===== config.mk =====
export PLATFORM = sky130hd
export DESIGN_NAME = pegpio_top
export DESIGN_NICKNAME = d
export VERILOG_FILES = /design/src/hw/pegpio_pkg.sv /design/src/hw/pegpio_pin_sync.sv /design/src/hw/pegpio_top.sv
export SDC_FILE = /design/constraint.sdc
export NUM_CORES = 1
export LEC_CHECK = 0
export ABC_AREA = 0
export BUFFER_PORTS_ARGS = -buffer_cell sky130_fd_sc_hd__buf_2
export CAP_MARGIN = 30
export CORE_ASPECT_RATIO = 1.25
export CORE_MARGIN = 4
export CORE_UTILIZATION = 48
export CTS_CLUSTER_DIAMETER = 80
export DETAILED_ROUTE_END_ITERATION = 10
export PLACE_DENSITY = 0.79
export SETUP_SLACK_MARGIN = 0.02
export SLEW_MARGIN = 10
export SYNTH_ARGS = -nofsm -noshare
export SYNTH_HDL_FRONTEND = slang
export SYNTH_SLANG_ARGS = --single-unit

===== constraint.sdc =====
create_clock -name ref_clk -period 2.6 [get_ports ref_clk]
set_clock_uncertainty 0.05 [all_clocks]
set_input_delay 0 -clock ref_clk [delete_from_list [all_inputs] [get_ports ref_clk]]
set_output_delay 0 -clock ref_clk [all_outputs]
set_load 0.01 [all_outputs]

===== src/hw/pegpio_pkg.sv =====
// Purpose: Shared constants and types for the port E pin block
// Assumes: 32-bit AXI4-Lite register access, one word per register
// Notes: Register contents are 8 bits wide in the low byte of each word
package pegpio_pkg;
    localparam int ADDR_W = 8;
    localparam int DATA_W = 32;
    localparam int NUM_BIDIR = 3;
    localparam int REG_W = 8;

    // Register byte offsets
    localparam logic [ADDR_W-1:0] OFF_PIN_INPUT = 8'h00;
    localparam logic [ADDR_W-1:0] OFF_OUTPUT_LATCH = 8'h04;
    localparam logic [ADDR_W-1:0] OFF_DIRECTION = 8'h08;
    localparam logic [ADDR_W-1:0] OFF_ANALOG_CFG = 8'h0c;
    localparam logic [ADDR_W-1:0] OFF_PIN_STATUS = 8'h10;

    // Field positions
    localparam int INPUT_ONLY_BIT = 3;
    localparam int ASEL_LSB = 0;
    localparam int ASEL_W = 4;
    localparam int REF_LO_BIT = 4;
    localparam int REF_HI_BIT = 5;
    localparam int STAT_RST_EN_BIT = 0;
    localparam int STAT_HV_BIT = 1;
    localparam int STAT_REDUCED_BIT = 2;

    // Reset values: analog selected on all three bidir pins
    localparam logic [NUM_BIDIR-1:0] LATCH_RST = 3'h0;
    localparam logic [NUM_BIDIR-1:0] DIR_RST = 3'h0;
    localparam logic [REG_W-1:0] ANALOG_CFG_RST = 8'h00;
    localparam logic [REG_W-1:0] ANALOG_CFG_MASK = 8'h3f;

    // Pin i (channel 5+i) is analog while the select field is below its limit
    localparam logic [ASEL_W-1:0] ASEL_LIMIT_0 = 4'ha;
    localparam logic [ASEL_W-1:0] ASEL_LIMIT_1 = 4'h9;
    localparam logic [ASEL_W-1:0] ASEL_LIMIT_2 = 4'h8;

    localparam logic [1:0] RESP_OKAY = 2'h0;
    localparam logic [1:0] RESP_SLVERR = 2'h2;

    typedef struct packed {
        logic [REG_W-1:0] analog_cfg;
        logic [NUM_BIDIR-1:0] dir;
        logic [NUM_BIDIR-1:0] latch;
    } pegpio_regs_type;

    typedef struct packed {
        logic hv_detect;
        logic rst_en;
        logic input_only;
        logic [NUM_BIDIR-1:0] bidir;
    } pegpio_pins_type;
endpackage : pegpio_pkg


===== src/hw/pegpio_pin_sync.sv =====
// Purpose: Three-stage synchroniser with agreement filter for pin inputs
// Assumes: Inputs are asynchronous to ref_clk
// Notes: Output changes only once stages two and three agree
`timescale 1ns/1ns
module pegpio_pin_sync #(
    parameter int W = 1
) (
    input wire logic ref_clk,
    input wire logic sys_rst,
    input wire logic [W-1:0] async_in,
    output logic [W-1:0] sync_out
);
    logic [W-1:0] s1_q;
    logic [W-1:0] s2_q;
    logic [W-1:0] s3_q;
    logic [W-1:0] out_d;

    always_comb begin
        out_d = sync_out;
        for (int i = 0; i < W; i++) begin
            if (s2_q[i] == s3_q[i]) begin
                out_d[i] = s3_q[i];
            end
        end
    end

    always_ff @(posedge ref_clk or posedge sys_rst) begin
        if (sys_rst) begin
            s1_q <= '0;
            s2_q <= '0;
            s3_q <= '0;
            sync_out <= '0;
        end else begin
            s1_q <= async_in;
            s2_q <= s1_q;
            s3_q <= s2_q;
            sync_out <= out_d;
        end
    end
endmodule : pegpio_pin_sync


===== src/hw/pegpio_top.sv =====
// Purpose: Port E pin logic with AXI4-Lite register access
// Assumes: Pins synchronised on ref_clk; pad resolves pin from out and oe_n
// Notes: REDUCED_PINS selects the variant with the input-only pin alone
//
// Summary of operation
// Input-only pin is a pure digital input, no direction or latch bit.
// Shared pin acts as external reset input when reset enable is set.
// After reset, input-only pin is digital only with reset function disabled.
// Reduced variant has a port only with reset disabled, input pin alone.
// Pin input bits 7 to 4 always read zero.
// Pin input bits 3 to 0 show the four pin levels.
// Pin input bit 3 reads zero while reset function is enabled.
// Reduced variant reads pin input bits 2 to 0 as zero.
// Direction bit 0 drives latch onto the pin, analog or not.
// Direction 1 feeds pin to input bit, blocked while analog selected.
// After reset the three bidir pins are analog channels 5, 6, 7.
// High-voltage detection on the shared pin works in every mode.
// Latch and direction bits 7 to 3 read zero.
// Reduced variant has no latch or direction register.
// Direction 1 makes pin input, high impedance; 0 drives latch value.
// A bidir pin in analog mode reads zero.
// Direction bits still steer the pin while it is analog.
// Latch reads return latch contents, not pin levels.
// Writing the pin input address writes latch bits 2 to 0.
// Reset clears latch and direction; input-only bit follows its pin.
//
// Added by the designer: the AXI4-Lite register port and the placing of the registers.
`timescale 1ns/1ns
module pegpio_top #(
    parameter bit REDUCED_PINS = 1'b0
) (
    input wire logic ref_clk,
    input wire logic sys_rst,
    input wire logic [pegpio_pkg::ADDR_W-1:0] s_axi_awaddr,
    input wire logic s_axi_awvalid,
    output logic s_axi_awready,
    input wire logic [pegpio_pkg::DATA_W-1:0] s_axi_wdata,
    input wire logic [3:0] s_axi_wstrb,
    input wire logic s_axi_wvalid,
    output logic s_axi_wready,
    output logic [1:0] s_axi_bresp,
    output logic s_axi_bvalid,
    input wire logic s_axi_bready,
    input wire logic [pegpio_pkg::ADDR_W-1:0] s_axi_araddr,
    input wire logic s_axi_arvalid,
    output logic s_axi_arready,
    output logic [pegpio_pkg::DATA_W-1:0] s_axi_rdata,
    output logic [1:0] s_axi_rresp,
    output logic s_axi_rvalid,
    input wire logic s_axi_rready,
    input wire logic [pegpio_pkg::NUM_BIDIR-1:0] bidir_pin_in,
    output logic [pegpio_pkg::NUM_BIDIR-1:0] bidir_pin_out,
    output logic [pegpio_pkg::NUM_BIDIR-1:0] bidir_pin_oe_n,
    input wire logic input_only_pin_in,
    input wire logic reset_pin_enable_cfg,
    input wire logic hv_detect_in,
    output logic [pegpio_pkg::NUM_BIDIR-1:0] analog_channel_en,
    output logic external_reset_req,
    output logic prog_voltage_detect
);
    pegpio_pkg::pegpio_regs_type regs_q;
    pegpio_pkg::pegpio_regs_type regs_d;
    pegpio_pkg::pegpio_pins_type pins_s;
    logic [pegpio_pkg::NUM_BIDIR-1:0] analog_sel;
    logic [pegpio_pkg::REG_W-1:0] pin_input_val;
    logic [pegpio_pkg::REG_W-1:0] latch_val;
    logic [pegpio_pkg::REG_W-1:0] dir_val;
    logic [pegpio_pkg::REG_W-1:0] status_val;
    logic [pegpio_pkg::ASEL_W-1:0] asel;

    // Bus handshake state
    logic aw_full_q, aw_full_d, w_full_q, w_full_d;
    logic awready_d, wready_d, bvalid_d, arready_d, rvalid_d;
    logic [1:0] bresp_d, rresp_d;
    logic [pegpio_pkg::DATA_W-1:0] rdata_d;
    logic [pegpio_pkg::ADDR_W-1:0] awaddr_q, awaddr_d;
    logic [pegpio_pkg::REG_W-1:0] wbyte_q, wbyte_d;
    logic wlane_q, wlane_d;
    logic do_wr;

    // Pin outputs
    logic [pegpio_pkg::NUM_BIDIR-1:0] pin_out_d, pin_oe_n_d, analog_en_d;
    logic ext_rst_d;

    pegpio_pin_sync #(
        .W(6)
    ) u_sync (
        .ref_clk(ref_clk),
        .sys_rst(sys_rst),
        .async_in({hv_detect_in, reset_pin_enable_cfg, input_only_pin_in, bidir_pin_in}),
        .sync_out(pins_s)
    );

    // Analog selection per pin from the select field
    always_comb begin
        asel = regs_q.analog_cfg[pegpio_pkg::ASEL_LSB +: pegpio_pkg::ASEL_W];
        analog_sel[0] = asel < pegpio_pkg::ASEL_LIMIT_0;
        analog_sel[1] = asel < pegpio_pkg::ASEL_LIMIT_1;
        analog_sel[2] = asel < pegpio_pkg::ASEL_LIMIT_2;
    end

    // Read views of the registers
    always_comb begin
        pin_input_val = '0;
        if (!pins_s.rst_en) begin
            pin_input_val[pegpio_pkg::INPUT_ONLY_BIT] = pins_s.input_only;
        end
        latch_val = '0;
        dir_val = '0;
        if (!REDUCED_PINS) begin
            // Level read whatever the direction; analog pins read zero
            pin_input_val[pegpio_pkg::NUM_BIDIR-1:0] = pins_s.bidir & ~analog_sel;
            latch_val[pegpio_pkg::NUM_BIDIR-1:0] = regs_q.latch;
            dir_val[pegpio_pkg::NUM_BIDIR-1:0] = regs_q.dir;
        end
        status_val = '0;
        status_val[pegpio_pkg::STAT_RST_EN_BIT] = pins_s.rst_en;
        status_val[pegpio_pkg::STAT_HV_BIT] = pins_s.hv_detect;
        status_val[pegpio_pkg::STAT_REDUCED_BIT] = REDUCED_PINS;
    end

    // Write channel: address and data taken in either order
    always_comb begin
        do_wr = aw_full_q && w_full_q && !s_axi_bvalid;
        aw_full_d = aw_full_q;
        w_full_d = w_full_q;
        awaddr_d = awaddr_q;
        wbyte_d = wbyte_q;
        wlane_d = wlane_q;
        bvalid_d = s_axi_bvalid;
        bresp_d = s_axi_bresp;
        regs_d = regs_q;
        if (s_axi_awvalid && s_axi_awready) begin
            aw_full_d = 1'b1;
            awaddr_d = s_axi_awaddr;
        end
        if (s_axi_wvalid && s_axi_wready) begin
            w_full_d = 1'b1;
            wbyte_d = s_axi_wdata[pegpio_pkg::REG_W-1:0];
            wlane_d = s_axi_wstrb[0];
        end
        if (s_axi_bvalid && s_axi_bready) begin
            bvalid_d = 1'b0;
        end
        if (do_wr) begin
            aw_full_d = 1'b0;
            w_full_d = 1'b0;
            bvalid_d = 1'b1;
            bresp_d = pegpio_pkg::RESP_OKAY;
            unique case (awaddr_q)
                pegpio_pkg::OFF_PIN_INPUT, pegpio_pkg::OFF_OUTPUT_LATCH: begin
                    // Reduced variant has no latch: write is accepted and dropped
                    if (wlane_q && !REDUCED_PINS) begin
                        regs_d.latch = wbyte_q[pegpio_pkg::NUM_BIDIR-1:0];
                    end
                end
                pegpio_pkg::OFF_DIRECTION: begin
                    if (wlane_q && !REDUCED_PINS) begin
                        regs_d.dir = wbyte_q[pegpio_pkg::NUM_BIDIR-1:0];
                    end
                end
                pegpio_pkg::OFF_ANALOG_CFG: begin
                    if (wlane_q) begin
                        regs_d.analog_cfg = wbyte_q & pegpio_pkg::ANALOG_CFG_MASK;
                    end
                end
                pegpio_pkg::OFF_PIN_STATUS: begin
                end
                default: begin
                    bresp_d = pegpio_pkg::RESP_SLVERR;
                end
            endcase
        end
        awready_d = !aw_full_d;
        wready_d = !w_full_d;
    end

    // Read channel: one cycle from address to data
    always_comb begin
        rvalid_d = s_axi_rvalid;
        rdata_d = s_axi_rdata;
        rresp_d = s_axi_rresp;
        if (s_axi_rvalid && s_axi_rready) begin
            rvalid_d = 1'b0;
        end
        if (s_axi_arvalid && s_axi_arready) begin
            rvalid_d = 1'b1;
            rresp_d = pegpio_pkg::RESP_OKAY;
            rdata_d = '0;
            unique case (s_axi_araddr)
                pegpio_pkg::OFF_PIN_INPUT: rdata_d[pegpio_pkg::REG_W-1:0] = pin_input_val;
                pegpio_pkg::OFF_OUTPUT_LATCH: rdata_d[pegpio_pkg::REG_W-1:0] = latch_val;
                pegpio_pkg::OFF_DIRECTION: rdata_d[pegpio_pkg::REG_W-1:0] = dir_val;
                pegpio_pkg::OFF_ANALOG_CFG: rdata_d[pegpio_pkg::REG_W-1:0] = regs_q.analog_cfg;
                pegpio_pkg::OFF_PIN_STATUS: rdata_d[pegpio_pkg::REG_W-1:0] = status_val;
                default: rresp_d = pegpio_pkg::RESP_SLVERR;
            endcase
        end
        arready_d = !rvalid_d;
    end

    // Pad and mux outputs
    always_comb begin
        if (REDUCED_PINS) begin
            pin_out_d = '0;
            pin_oe_n_d = '1;
            analog_en_d = '0;
        end else begin
            // Direction steers the pad even in analog mode
            pin_out_d = regs_q.latch;
            pin_oe_n_d = regs_q.dir;
            analog_en_d = analog_sel;
        end
        // Pin is active low reset when enabled
        ext_rst_d = pins_s.rst_en && !pins_s.input_only;
    end

    always_ff @(posedge ref_clk or posedge sys_rst) begin
        if (sys_rst) begin
            regs_q.latch <= pegpio_pkg::LATCH_RST;
            regs_q.dir <= pegpio_pkg::DIR_RST;
            regs_q.analog_cfg <= pegpio_pkg::ANALOG_CFG_RST;
            aw_full_q <= 1'b0;
            w_full_q <= 1'b0;
            awaddr_q <= '0;
            wbyte_q <= '0;
            wlane_q <= 1'b0;
            s_axi_awready <= 1'b1;
            s_axi_wready <= 1'b1;
            s_axi_bvalid <= 1'b0;
            s_axi_bresp <= pegpio_pkg::RESP_OKAY;
            s_axi_arready <= 1'b1;
            s_axi_rvalid <= 1'b0;
            s_axi_rdata <= '0;
            s_axi_rresp <= pegpio_pkg::RESP_OKAY;
            bidir_pin_out <= '0;
            bidir_pin_oe_n <= '1;
            analog_channel_en <= '0;
            external_reset_req <= 1'b0;
            prog_voltage_detect <= 1'b0;
        end else begin
            regs_q <= regs_d;
            aw_full_q <= aw_full_d;
            w_full_q <= w_full_d;
            awaddr_q <= awaddr_d;
            wbyte_q <= wbyte_d;
            wlane_q <= wlane_d;
            s_axi_awready <= awready_d;
            s_axi_wready <= wready_d;
            s_axi_bvalid <= bvalid_d;
            s_axi_bresp <= bresp_d;
            s_axi_arready <= arready_d;
            s_axi_rvalid <= rvalid_d;
            s_axi_rdata <= rdata_d;
            s_axi_rresp <= rresp_d;
            bidir_pin_out <= pin_out_d;
            bidir_pin_oe_n <= pin_oe_n_d;
            analog_channel_en <= analog_en_d;
            external_reset_req <= ext_rst_d;
            prog_voltage_detect <= pins_s.hv_detect;
        end
    end
endmodule : pegpio_top


* Yosys cells after proc, flatten, opt, wreduce, memory -nomap -nowiden
Cells that the tools add are included.
** Cells by class
- Reduce and logical (&&, ||, !) cells :: 22
- Bitwise logic cells :: 2
- Order comparisons :: 3
- Equal/unequal tests :: 14
- Muxes and demuxes :: 12
** Operators with widths (count)
- $eq 8x4->1 const B :: 4
- $pmux 6 s5 :: 1
- $eq 8x3->1 const B :: 2
- $eq 8x5->1 const B :: 2
- $logic_not 8->1 :: 2
- $lt 4x4->1 const B :: 3
- $reduce_or 5->1 :: 2
- $mux 1 :: 9
- $reduce_and 3->1 :: 3
- $logic_and 1x1->1 :: 8
- $eq 1x1->1 :: 6
- $logic_not 1->1 :: 5
- $mux 2 :: 2
- $and 3x3->3 :: 1
- $not 3->3 :: 1
- $reduce_bool 2->1 :: 1
- $reduce_or 2->1 :: 1
** Storage, ports and cells
- Word-level logic and storage cells :: 83
- Bits in registers :: 81
- Bits of input ports :: 65

* Logic depth before layout (Yosys ltp)
Gate-level depths: netlist (run 1).
- Depth after elaboration :: 4
- Gate-level depth with buffers :: 4

* Modules after synthesis
A second synthesis (run 1) with hierarchy kept.
** Unflattened totals
- Cells, all modules :: 218
- Area total of the unflattened synthesis :: 2996.6 µm²
** Modules (own cells, without submodules)
- pegpio_top :: area an instance 2324.7 µm², cells each 187, instances 1
- pegpio_pin_sync :: area an instance 671.9 µm², cells each 31, instances 1

* Worst setup path after synthesis (run 1)
Ideal clock, no wire load.
- Kind :: reg-to-reg
- Start :: register awaddr_q[0] (netlist bit)
- End :: register regs_q, in the netlist pin_out_d[0]
- Cell stages (with the launch flop) :: 5
- Data required time :: 2425 ps
- Arrival time :: 1726 ps
- Path slack :: 699 ps
- Cells stage by stage :: dfrtp_1 > or4_4 > nor4_4 > and2b_2 > mux2_2
** On the way
- Cells in the longest elaborated chain, start to end :: 3
** RTL lines
- start, declared :: RTL line pegpio_top.sv:76 : logic [pegpio_pkg::ADDR_W-1:0] awaddr_q, awaddr_d;
- start signal, assigned :: RTL line pegpio_top.sv:245 : awaddr_q <= awaddr_d;
- $eq 8x3->1 / $logic_not 8->1 (equally long branches) :: RTL line pegpio_top.sv:150 : unique case (awaddr_q)
- $reduce_or 2->1 (*) :: RTL line pegpio_top.sv:150
- $reduce_and 3->1 (no line) (*)
- end signal, assigned :: RTL line pegpio_top.sv:242 : regs_q <= regs_d;
- end, declared :: RTL line pegpio_top.sv:61 : pegpio_pkg::pegpio_regs_type regs_q;
Mark *: on every way between the ends. The rest lies on a longest branch, timed or not.
A chain may end at the register's enable or synchronous reset.

* Final worst setup path (run 1)
- Start :: register awaddr_q[0] (netlist bit)
- End :: register regs_q, in the netlist pin_out_d[2]
The elaborated chain is that of the path after synthesis.

==> results of run 1 <==
==> critical path: cells and delay by family (launching register included) <==
kind          cells  cell delay, ns
mux               1            0.35
flops             1            0.39
simple gates      3            1.13
==> state kept, by name (all words and copies together) (netlist names), 4 cells and up <==
register	cells
u_sync.sync_out	6
s_axi_rdata	6
u_sync.s2_q	6
asel	4
u_sync.s1_q	6
awaddr_q	8
u_sync.s3_q	6
wbyte_q	6
==> cells by family (layout without fill, tap and decap cells) <==
family | after synthesis | in the layout | share of synthesized area, %
adders and majority gates | 6 | 6 | 2.04
muxes | 30 | 30 | 11.9
buffers and inverters | 38 | 113 | 8.41
AOI/OAI and AO/OA | 21 | 21 | 5.02
and+or+nand+nor | 31 | 31 | 6.84
other | 1 | 28 | 0.127
DFF | 77 | 77 | 65.7
==> per-layer routing <==
metal / up-vias / GRT usage [%]
li1: 844 / -
met1: 878 / 18.5
met2: 60 / 26.6
met3: 12 / 3.97
met4: 0 / 10.6
met5: - / 0
==> power groups by stage <==
| stage | logic [uW] | clock network [uW] | registers (uW) |
|---|---|---|---|
| final | 524 | 885 | 1610 |
| after global routing | 589 | 962 | 1650 |
| after CTS | 534 | 902 | 1620 |
| after detailed placement | 499 | 0 | 1640 |
| after global placement | 478 | 0 | 1620 |
| after floorplan | 365 | 0 | 1620 |
==> worst paths after layout <==
kind | startpoint | endpoint | cells after the start
max | awaddr_q[0]$_DFFE_PP0P_ | pin_out_d[2]$_DFFE_PP0P_ | 4
min | s_axi_araddr[2] | s_axi_rdata[0]$_DFFE_PP0P_ | 4
max reg2reg | awaddr_q[0]$_DFFE_PP0P_ | pin_out_d[2]$_DFFE_PP0P_ | 4
min reg2reg | u_sync.s1_q[4]$_DFF_PP0_ | u_sync.s2_q[4]$_DFF_PP0_ | 0
max in group asynchronous | sys_rst | bidir_pin_oe_n[0]$_DFF_PP1_ | 4
min in group asynchronous | sys_rst | prog_voltage_detect$_DFF_PP0_ | 3
==> stage by stage <==
stage / hold WS (ns) / total power, uW / util [%] / cells
after floorplan: -0.0186 / 1990 / - / 231
after global placement: -0.0356 / 2100 / 55.3 / 344
after detailed placement: -0.0241 / 2140 / 55.3 / 344
after CTS: 0.0243 / 3050 / 63.5 / 388
after global routing: 0.0599 / 3200 / 63.5 / 388
final: 0.0419 / 3020 / 63.5 / 388
==> synthesized netlist by cell type, drive strengths merged, types with 3 or more instances <==
master	instances
dfrtp	71
maj3	6
inv	8
buf	28
mux2	29
a32o	4
nand2	6
a22o	3
o21ai	9
and2	5
nor2	5
dfstp	6
nand2b	3
==> cells in the final DEF, fill, tap and decap left out, types with 5 or more instances in the layout <==
master	n
buf_2	59
nor2_1	5
and2_1	5
conb_1	28
dlygate4sd3_1	28
maj3_1	6
dfstp_2	6
mux2_2	29
nand2_1	6
o21ai_0	9
inv_1	7
dfrtp_1	71
clkbuf_8	9
==> layout make-up <==
type                       instances  area share, %
clock buffer                       9           3.33
clock inverter                     7           1.99
inverter                           8          0.808
multi-input combinational        116           23.2
sequential                        77           52.0
tap                               82           2.76
timing repair buffer              89           15.9
==> repair_timing <==
action                                 in CTS  in global routing
endpoints found under the hold margin      48                  0
setup buffers                               0                  0
hold buffers                               28                  0
==> flow_metrics.tcl, run 1 <==
set metrics [dict create \
    fmax_mhz 496 \
    wl_met3_um 322 \
    drv_cap 0 \
    syn_to_final_growth_pct 26.3 \
    place_ws_ns 0.596 \
    worstPathRequired_ns 2.78 \
    rrSetupSlack_ns 0.59 \
    highest_layer "met4" \
    wl_um 5290 \
    vdd_drop_max_mv 0.599 \
    ys_types 30 \
    yosys_warnings 0 \
    avgSynthCellArea_um2 14.4 \
    cpPeakStageDelay_ns 0.56 \
    grt_pass1_vias 1902 \
    grt_max_degree 33 \
    numClockSinks 77 \
    crit_path_max_fanout 3 \
    end_kind "register" \
    worstSetupPathType "register to register" \
    fp.coreArea_um2 5860 \
    place_congestion 0.839 \
    die_h_um 95.6 \
    ys_seq_area_share_pct 65.7 \
    synth_area_um2 2940 \
    seq_area_um2 1930 \
    wl_met2_um 2770 \
    sequentialPowerShare_pct 53.4 \
    p_comb_share_pct 17.4 \
    synth_seq_cells 77 \
    multiInputGateArea_um2 863 \
    drive_above_1_share_pct 38.9 \
    path_cells "or4_4 -> nor4_4 -> and2b_2 -> mux2_2" \
    setup_violations 0 \
    ant_nets 0 \
    tns_ns 0 \
    swShare_pct 27.7 \
    wl_per_cell_um 13.6 \
    postPlaceCellArea_um2 3240 \
    cp-start-kind "register" \
    design_area_um2 3720 \
    crit_slowest_cell "or4_4" \
    htreeDepth 3 \
    switchingPower_uw 837 \
    avgViaCountPerCell 4.62 \
    synth_edf_count 0 \
    timing.final.ws_setup_ns 0.585 \
    globalRouteOverflowTotal 0 \
    worst_pin_slew_ns 0.560 \
    rows 31 \
    nets 366 \
    p_clk_share_pct 29.3 \
    ys_async_sr_fraction_pct 100 \
    insertedDiodeCount 0 \
    clock_latency_ns 0.35 \
    synthTopCellsByArea "dfrtp_1, mux2_2, buf_4" \
    drv_slew 0 \
    num-fill-cells 451 \
    dp_hpwl_um 3580 \
    max-clock-path-buffers 2 \
    first_pass_iters 4 \
    io_pins 117 \
    cts_made_buffers 9 \
    synth_top_area_share_pct 60.3 \
    leakage_uw 0.00180 \
    slew_headroom_pct 62.3 \
    post_cts_resized 0 \
    period_minus_slack_ns 2.01 \
    grt_setup_unrepaired "false" \
    port_buffers 59 \
    synth_cells 204 \
    p_per_area_nw_per_um2 812 \
    cts_tree "built" \
    clkSlewWorstSetupHoldPaths_ns 0.08 \
    synthFlopType "dfrtp_1" \
    drc 0 \
    status "complete, no violations" \
    cp_data_arrival_time_ns 2.20 \
    routedLengthMet1_um 2060 \
    antenna_found_initial 0 \
    yosysTopAreaCell "dfrtp_1" \
    cts_root_buffer "clkbuf_8" \
    gr-usage-all-layers_pct 16.0 \
    grt_pass1_wl_um 8960 \
    die_w_um 78.1 \
    hold_viol_final 0 \
    vias 1794 \
    layout_worst_path_cycle_share_pct 77.5 \
    dieArea_um2 7460 \
    start_util_pct 50.3 \
    p_int_uw 2180 \
    min_path_type "primary input to register" \
    drtIter0Drc 85 \
]
Power figures use the tool's default switching activity.
==> run 2: changes to the inputs <==
--- a/config.mk
+++ b/config.mk
@@ -5,15 +5,15 @@
 export SDC_FILE = /design/constraint.sdc
 export NUM_CORES = 1
 export LEC_CHECK = 0
-export ABC_AREA = 0
+export ABC_AREA = 1
 export BUFFER_PORTS_ARGS = -buffer_cell sky130_fd_sc_hd__buf_2
 export CAP_MARGIN = 30
 export CORE_ASPECT_RATIO = 1.25
 export CORE_MARGIN = 4
-export CORE_UTILIZATION = 48
+export CORE_UTILIZATION = 44
 export CTS_CLUSTER_DIAMETER = 80
 export DETAILED_ROUTE_END_ITERATION = 10
-export PLACE_DENSITY = 0.79
+export PLACE_DENSITY = 0.76
 export SETUP_SLACK_MARGIN = 0.02
 export SLEW_MARGIN = 10
 export SYNTH_ARGS = -nofsm -noshare
==> constraint.sdc (replaced) <==
create_clock -name ref_clk -period 1.7 [get_ports ref_clk]
set_clock_uncertainty 0.05 [all_clocks]
set_input_delay 0 -clock ref_clk [delete_from_list [all_inputs] [get_ports ref_clk]]
set_output_delay 0 -clock ref_clk [all_outputs]
set_load 0.01 [all_outputs]
==> run 2 against run 1 <==
  * Clock power increased by 58%
  * Critical path depth is 2 higher
  * Maximum frequency is 42% higher
  * Design area up 2.9%
  * Die area up 13%
  * Combinational power is 100% higher
  * Sequential power grew 58%
  * Wire length up 5.6%
==> flow_metrics.tcl, run 2 <==
set metrics [dict create \
    place_congestion 0.782 \
    port_buffers 59 \
    antenna_found_initial 0 \
    syn_to_final_growth_pct 24.3 \
    insertedDiodeCount 0 \
    postPlaceCellArea_um2 3370 \
    switchingPower_uw 1630 \
    gr-usage-all-layers_pct 14.0 \
    hold_viol_final 0 \
    fp.coreArea_um2 6690 \
    cp-startpoint "awaddr_q[5]$_DFFE_PP0P_" \
    reg2reg_to "regs_q[10]$_DFFE_PP0P_" \
    hold_start "s_axi_arvalid" \
    htreeDepth 3 \
    cts_setup_buffers 0 \
    worst_pin_slew_ns 0.532 \
    drc 0 \
    clock_latency_ns 0.34 \
    grt_max_degree 44 \
    cts_hold_buf 25 \
    ys_seq_area_share_pct 62.8 \
    die_h_um 102 \
    p_comb_share_pct 21.1 \
    max-clock-path-buffers 2 \
    cp-start-kind "register" \
    layout_common_cells "nand2_1, dfrtp_1, buf_2" \
    drv_slew 0 \
    drv_cap 0 \
    grt_pass1_wl_um 9140 \
    grt_setup_unrepaired "false" \
    worstSetupPathType "register to register" \
    dp_hpwl_um 4010 \
    setup_violations 0 \
    cts_root_buffer "clkbuf_8" \
    grt_pass1_vias 1983 \
    drtIter0Drc 73 \
    cp_data_arrival_time_ns 1.59 \
    clkSlewWorstSetupHoldPaths_ns 0.08 \
    layout_worst_path_cycle_share_pct 83.3 \
    layoutNonFillerInstCount 484 \
    die_w_um 82.8 \
    wl_um 5590 \
    rrSetupSlack_ns 0.28 \
    vias 2113 \
    cts_tree "built" \
    synth_seq_cells 77 \
    synth_cells 299 \
    slew_headroom_pct 64.6 \
    worstPathRequired_ns 1.87 \
    numClockSinks 77 \
    p_clk_share_pct 27.9 \
    status "complete, no violations" \
    yosys_warnings 0 \
    nets 457 \
    synth_area_um2 3080 \
    tns_ns 0 \
    dieArea_um2 8410 \
    sequentialPowerShare_pct 51.0 \
    synth_common_cells "nand2_1, dfrtp_1, buf_4" \
    leakage_uw 0.00194 \
    p_int_uw 3370 \
    worstHoldEndpoint "s_axi_rdata[4]$_DFFE_PP0P_" \
    globalRouteOverflowTotal 0 \
    largest_register_ffs 8 \
    synth_top_area_share_pct 57.7 \
    ys_types 27 \
    reg2regPathDepth 6 \
    synthFlopType "dfrtp_1" \
    ant_nets 0 \
    crit_path_max_fanout 12 \
    wl_per_cell_um 11.5 \
    rows 33 \
    post_cts_resized 0 \
    drive_above_1_share_pct 26.7 \
    yosysTopAreaCell "dfrtp_1" \
    start_util_pct 46.0 \
    post-place-cells 443 \
    avgViaCountPerCell 4.37 \
    ys_async_sr_fraction_pct 100 \
    synth_most_common_cell "nand2_1" \
    cts_made_buffers 9 \
    utilization_pct 57.2 \
    synth_edf_count 0 \
    design_area_um2 3830 \
    swShare_pct 32.6 \
    synthTopCellsByArea "dfrtp_1, nand2_1, buf_4" \
    period_minus_slack_ns 1.42 \
    min_path_type "primary input to register" \
    vdd_drop_max_mv 1.05 \
    avgSynthCellArea_um2 10.3 \
    p_per_area_nw_per_um2 1300 \
    regMostFlops "awaddr_q" \
    end_kind "register" \
    io_pins 117 \
    holdPathStages 4 \
    final_common_cell "nand2_1" \
    reg2reg_from "awaddr_q[5]$_DFFE_PP0P_" \
    fmax_mhz 707 \
    first_pass_iters 5 \
]
## run 2: changes by cell type after synthesis, sizes merged, moves of 4 or more
cell   change
o21ai     +18
nand3     +20
and2       -5
mux2      -29
a32o       -4
nor2      +17
inv       +23
nand2     +69
## run 2: logic make-up after synthesis
family / after synthesis / synth area share, %
AO/OA/AOI/OAI: 32 / 6.02
adder cells (fa/ha/maj): 6 / 1.95
buffers and inverters: 62 / 11.3
flip-flops: 77 / 62.8
other: 1 / 0.122
AND/OR/NAND/NOR: 121 / 17.8
## run 2: worst max-delay path, stage by stage (launching register included)
cell and delay [ns]:
dfrtp_1 0.38, inv_2 0.06, nand2_2 0.07, nor3_4 0.22, nand3_2 0.30, nand2_1 0.16
o21ai_2 0.06
## run 2: power groups by stage
stage,registers [uW],logic (uW),clock network [uW]
floorplan,2590,694,0
global placement,2560,980,0
detailed placement,2580,1010,0
CTS,2550,1070,1450
global route,2590,1210,1540
finish,2540,1050,1400
## run 2: layout make-up
cell class / instances / area (um^2)
fillers: 602 / 2860
flip-flops and latches: 77 / 1930
multi-input cells: 187 / 898
repair buffers: 86 / 561
clock buffers: 9 / 124
inverters: 31 / 120
well taps: 87 / 109
clock inverters: 7 / 81.3
## run 2: routing by layer
layer / track usage [%] / vias to the layer above / share of wire [%]
met2: 22.3 / 65 / 50
li1: - / 1073 / -
met5: 0 / - / 0
met1: 17.1 / 966 / 42
met3: 5.21 / 9 / 6.4
met4: 6.16 / 0 / 1.7
## run 2: worst max path at each step
stage	to	slack, ns
after floorplan	asel[2]$_DFFE_PP0P_	0.47
after global placement	asel[0]$_DFFE_PP0P_	0.33
after CTS	regs_q[10]$_DFFE_PP0P_	0.27
final	regs_q[10]$_DFFE_PP0P_	0.28
after global routing	asel[0]$_DFFE_PP0P_	0.19
after detailed placement	regs_q[10]$_DFFE_PP0P_	0.30
## run 2: metrics by stage
stage	total power (uW)	hold WS [ns]	setup WS [ns]
2_1_floorplan	3280	-0.0186	0.467
3_3_place_gp	3540	0.0597	0.328
3_5_place_dp	3600	0.0594	0.302
4_1_cts	5060	0.0130	0.272
5_1_grt	5340	0.0199	0.189
6_report	4990	0.0196	0.285
==> run 3: changes to the inputs <==
--- a/config.mk
+++ b/config.mk
@@ -10,10 +10,10 @@
 export CAP_MARGIN = 30
 export CORE_ASPECT_RATIO = 1.25
 export CORE_MARGIN = 4
-export CORE_UTILIZATION = 44
+export CORE_UTILIZATION = 48
 export CTS_CLUSTER_DIAMETER = 80
 export DETAILED_ROUTE_END_ITERATION = 10
-export PLACE_DENSITY = 0.76
+export PLACE_DENSITY = 0.78
 export SETUP_SLACK_MARGIN = 0.02
 export SLEW_MARGIN = 10
 export SYNTH_ARGS = -nofsm -noshare
==> constraint.sdc (replaced) <==
create_clock -name ref_clk -period 1.46 [get_ports ref_clk]
set_clock_uncertainty 0.05 [all_clocks]
set_input_delay 0 -clock ref_clk [delete_from_list [all_inputs] [get_ports ref_clk]]
set_output_delay 0 -clock ref_clk [all_outputs]
set_load 0.01 [all_outputs]
==> run 3 against run 2 <==
  * Core utilization rose by 5.8 points
  * Critical path depth rose by 1
  * Design area increased by 2.3%
  * Die area down 7.6%
  * Via count rose by 0.19%
  * Non-clock buffer count rose by 3
  * Count of clock-buffer cells in the layout unchanged
  * Sequential power is 16% higher
  * First-iteration DRC count fell by 6.8%
  * Critical path type unchanged
  * Highest routed layer unchanged
==> flow_metrics.tcl, run 3 (synthesized netlist as in run 2, its figures left out) <==
set metrics [dict create \
    status "complete, no violations" \
    crit_slowest_cell "dfrtp_1" \
    period_minus_slack_ns 1.30 \
    dieArea_um2 7770 \
    avgViaCountPerCell 4.37 \
    wl_um 5250 \
    numClockSinks 77 \
    worstSetupPathType "register to register" \
    place_ws_ns 0.0881 \
    rrSetupSlack_ns 0.16 \
    io_pins 117 \
    cp_top_family "simple AND/OR/NAND/NOR gates" \
    layout_worst_path_cycle_share_pct 89.3 \
    cpPeakStageDelay_ns 0.37 \
    cts_tree "built" \
    globalRouteOverflowTotal 0 \
    rows 32 \
    grt_setup_unrepaired "true" \
    final_common_cell "nand2_1" \
    worstHoldEndpoint "s_axi_rdata[4]$_DFFE_PP0P_" \
    crit_path_max_fanout 6 \
    nets 460 \
    timing.final.ws_setup_ns 0.156 \
    setup_violations 0 \
    vdd_drop_max_mv 1.06 \
    slew_headroom_pct 60.8 \
    place_congestion 0.794 \
    drive_above_1_share_pct 26.8 \
    vias 2117 \
    worst_pin_slew_ns 0.587 \
    layout_common_cells "nand2_1, dfrtp_1, buf_2" \
    antenna_found_initial 0 \
    drc 0 \
    syn_to_final_growth_pct 27.2 \
    hold_viol_final 0 \
    tns_ns 0 \
    p_comb_share_pct 20.6 \
    cts_made_buffers 9 \
    grt_max_degree 32 \
    drv_cap 0 \
    reg2reg_from "awaddr_q[5]$_DFFE_PP0P_" \
    cp-start-kind "register" \
    first_pass_iters 4 \
    port_buffers 59 \
    worstPathRequired_ns 1.63 \
    max-clock-path-buffers 2 \
    htreeDepth 3 \
    hold_start "s_axi_araddr[2]" \
    ant_nets 0 \
    reg2regPathDepth 7 \
    start_util_pct 49.6 \
    swShare_pct 29.4 \
    cts_setup_buffers 0 \
    regMostFlops "awaddr_q" \
    drv_slew 0 \
    holdPathStages 5 \
    path_cells "inv_2 -> nand2_2 -> nor3_4 -> buf_4 -> nand4_2 -> nand2_1 -> o21ai_1" \
    min_path_type "primary input to register" \
    gr-usage-all-layers_pct 14.6 \
    cp_data_arrival_time_ns 1.47 \
    die_h_um 97.5 \
    wl_per_cell_um 10.9 \
    clkSlewWorstSetupHoldPaths_ns 0.07 \
    end_kind "register" \
    critPathBufInv 2 \
    die_w_um 79.6 \
    switchingPower_uw 1780 \
    grt_pass1_wl_um 8780 \
    fmax_mhz 767 \
    insertedDiodeCount 0 \
    leakage_uw 0.00199 \
    reg2reg_to "pin_oe_n_d[2]$_DFFE_PP0P_" \
    cts_root_buffer "clkbuf_8" \
    sequentialPowerShare_pct 48.8 \
    p_clk_share_pct 30.6 \
    p_int_uw 4270 \
    largest_register_ffs 8 \
    grt_pass1_vias 2063 \
    drtIter0Drc 68 \
    fp.coreArea_um2 6210 \
    p_per_area_nw_per_um2 1540 \
    dp_hpwl_um 3790 \
    clock_latency_ns 0.34 \
]
-- run 3: cell count changes in the layout (fill, tap and decap cells not counted), sizes merged --
cell         delta
bufinv          +2
buf             +2
dlygate4sd3     +1
clkinvlp        -3
inv             -3
clkinv          +3
-- run 3: repair_timing --
item | 4_1_cts | 5_1_grt
endpoints found under the setup margin | 0 | 6
resized for setup | 0 | 1
hold endpoints to repair | 45 | 0
hold buffers | 26 | 0
-- run 3: layout make-up --
class,count,area (um^2)
Multi-Input combinational cell,187,906
Clock buffer,9,124
Tap cell,85,106
Sequential cell,77,1930
Clock inverter,6,113
Timing Repair Buffer,89,611
Fill cell,488,2290
Inverter,31,120
-- run 3: worst max path at each step --
stage,start,endpoint,slack (ns),cells after the start
after floorplan,s_axi_bvalid$_DFFE_PP0P_,asel[2]$_DFFE_PP0P_,0.23,7
after global placement,s_axi_bvalid$_DFFE_PP0P_,asel[0]$_DFFE_PP0P_,0.13,6
after detailed placement,awaddr_q[0]$_DFFE_PP0P_,regs_q[10]$_DFFE_PP0P_,0.09,6
after CTS,awaddr_q[0]$_DFFE_PP0P_,regs_q[10]$_DFFE_PP0P_,0.08,6
after global routing,awaddr_q[7]$_DFFE_PP0P_,pin_oe_n_d[2]$_DFFE_PP0P_,0.02,7
final,awaddr_q[5]$_DFFE_PP0P_,pin_oe_n_d[2]$_DFFE_PP0P_,0.16,7
-- run 3: power groups by stage --
stage / Combinational [uW] / Clock, uW / Sequential, uW
2_1_floorplan: 808 / 0 / 3010
3_5_place_dp: 1200 / 0 / 2990
3_3_place_gp: 1160 / 0 / 2970
6_report: 1250 / 1850 / 2950
4_1_cts: 1260 / 1910 / 2950
5_1_grt: 1420 / 2000 / 3010
-- run 3: metrics by stage --
stage                     power, uW  hold slack (ns)  instance area, um^2  util [%]  std cells
after floorplan                3820          -0.0186                 3180         -        326
after global placement         4130           0.0412                 3410      54.9        443
after detailed placement       4180           0.0473                 3410      54.9        443
after CTS                      6120          0.00860                 3910      62.9        484
after global routing           6430           0.0366                 3910      63.1        484
final                          6040           0.0248                 3910      63.1        484
-- run 3: routing by layer --
layer / track usage, % / routed length (um) / share of wire (%)
met1: 17.1 / 2180 / 41
met2: 23.9 / 2580 / 49
met3: 4.45 / 366 / 7.0
met4: 7.54 / 131 / 2.5
met5: 0 / 0 / 0
-- run 3: worst reg2reg max path: stages, from the launching register on --
cell     delay [ns]
dfrtp_1        0.37
inv_2          0.06
nand2_2        0.07
nor3_4         0.16
buf_4          0.16
nand4_2        0.15
nand2_1        0.10
o21ai_1        0.06
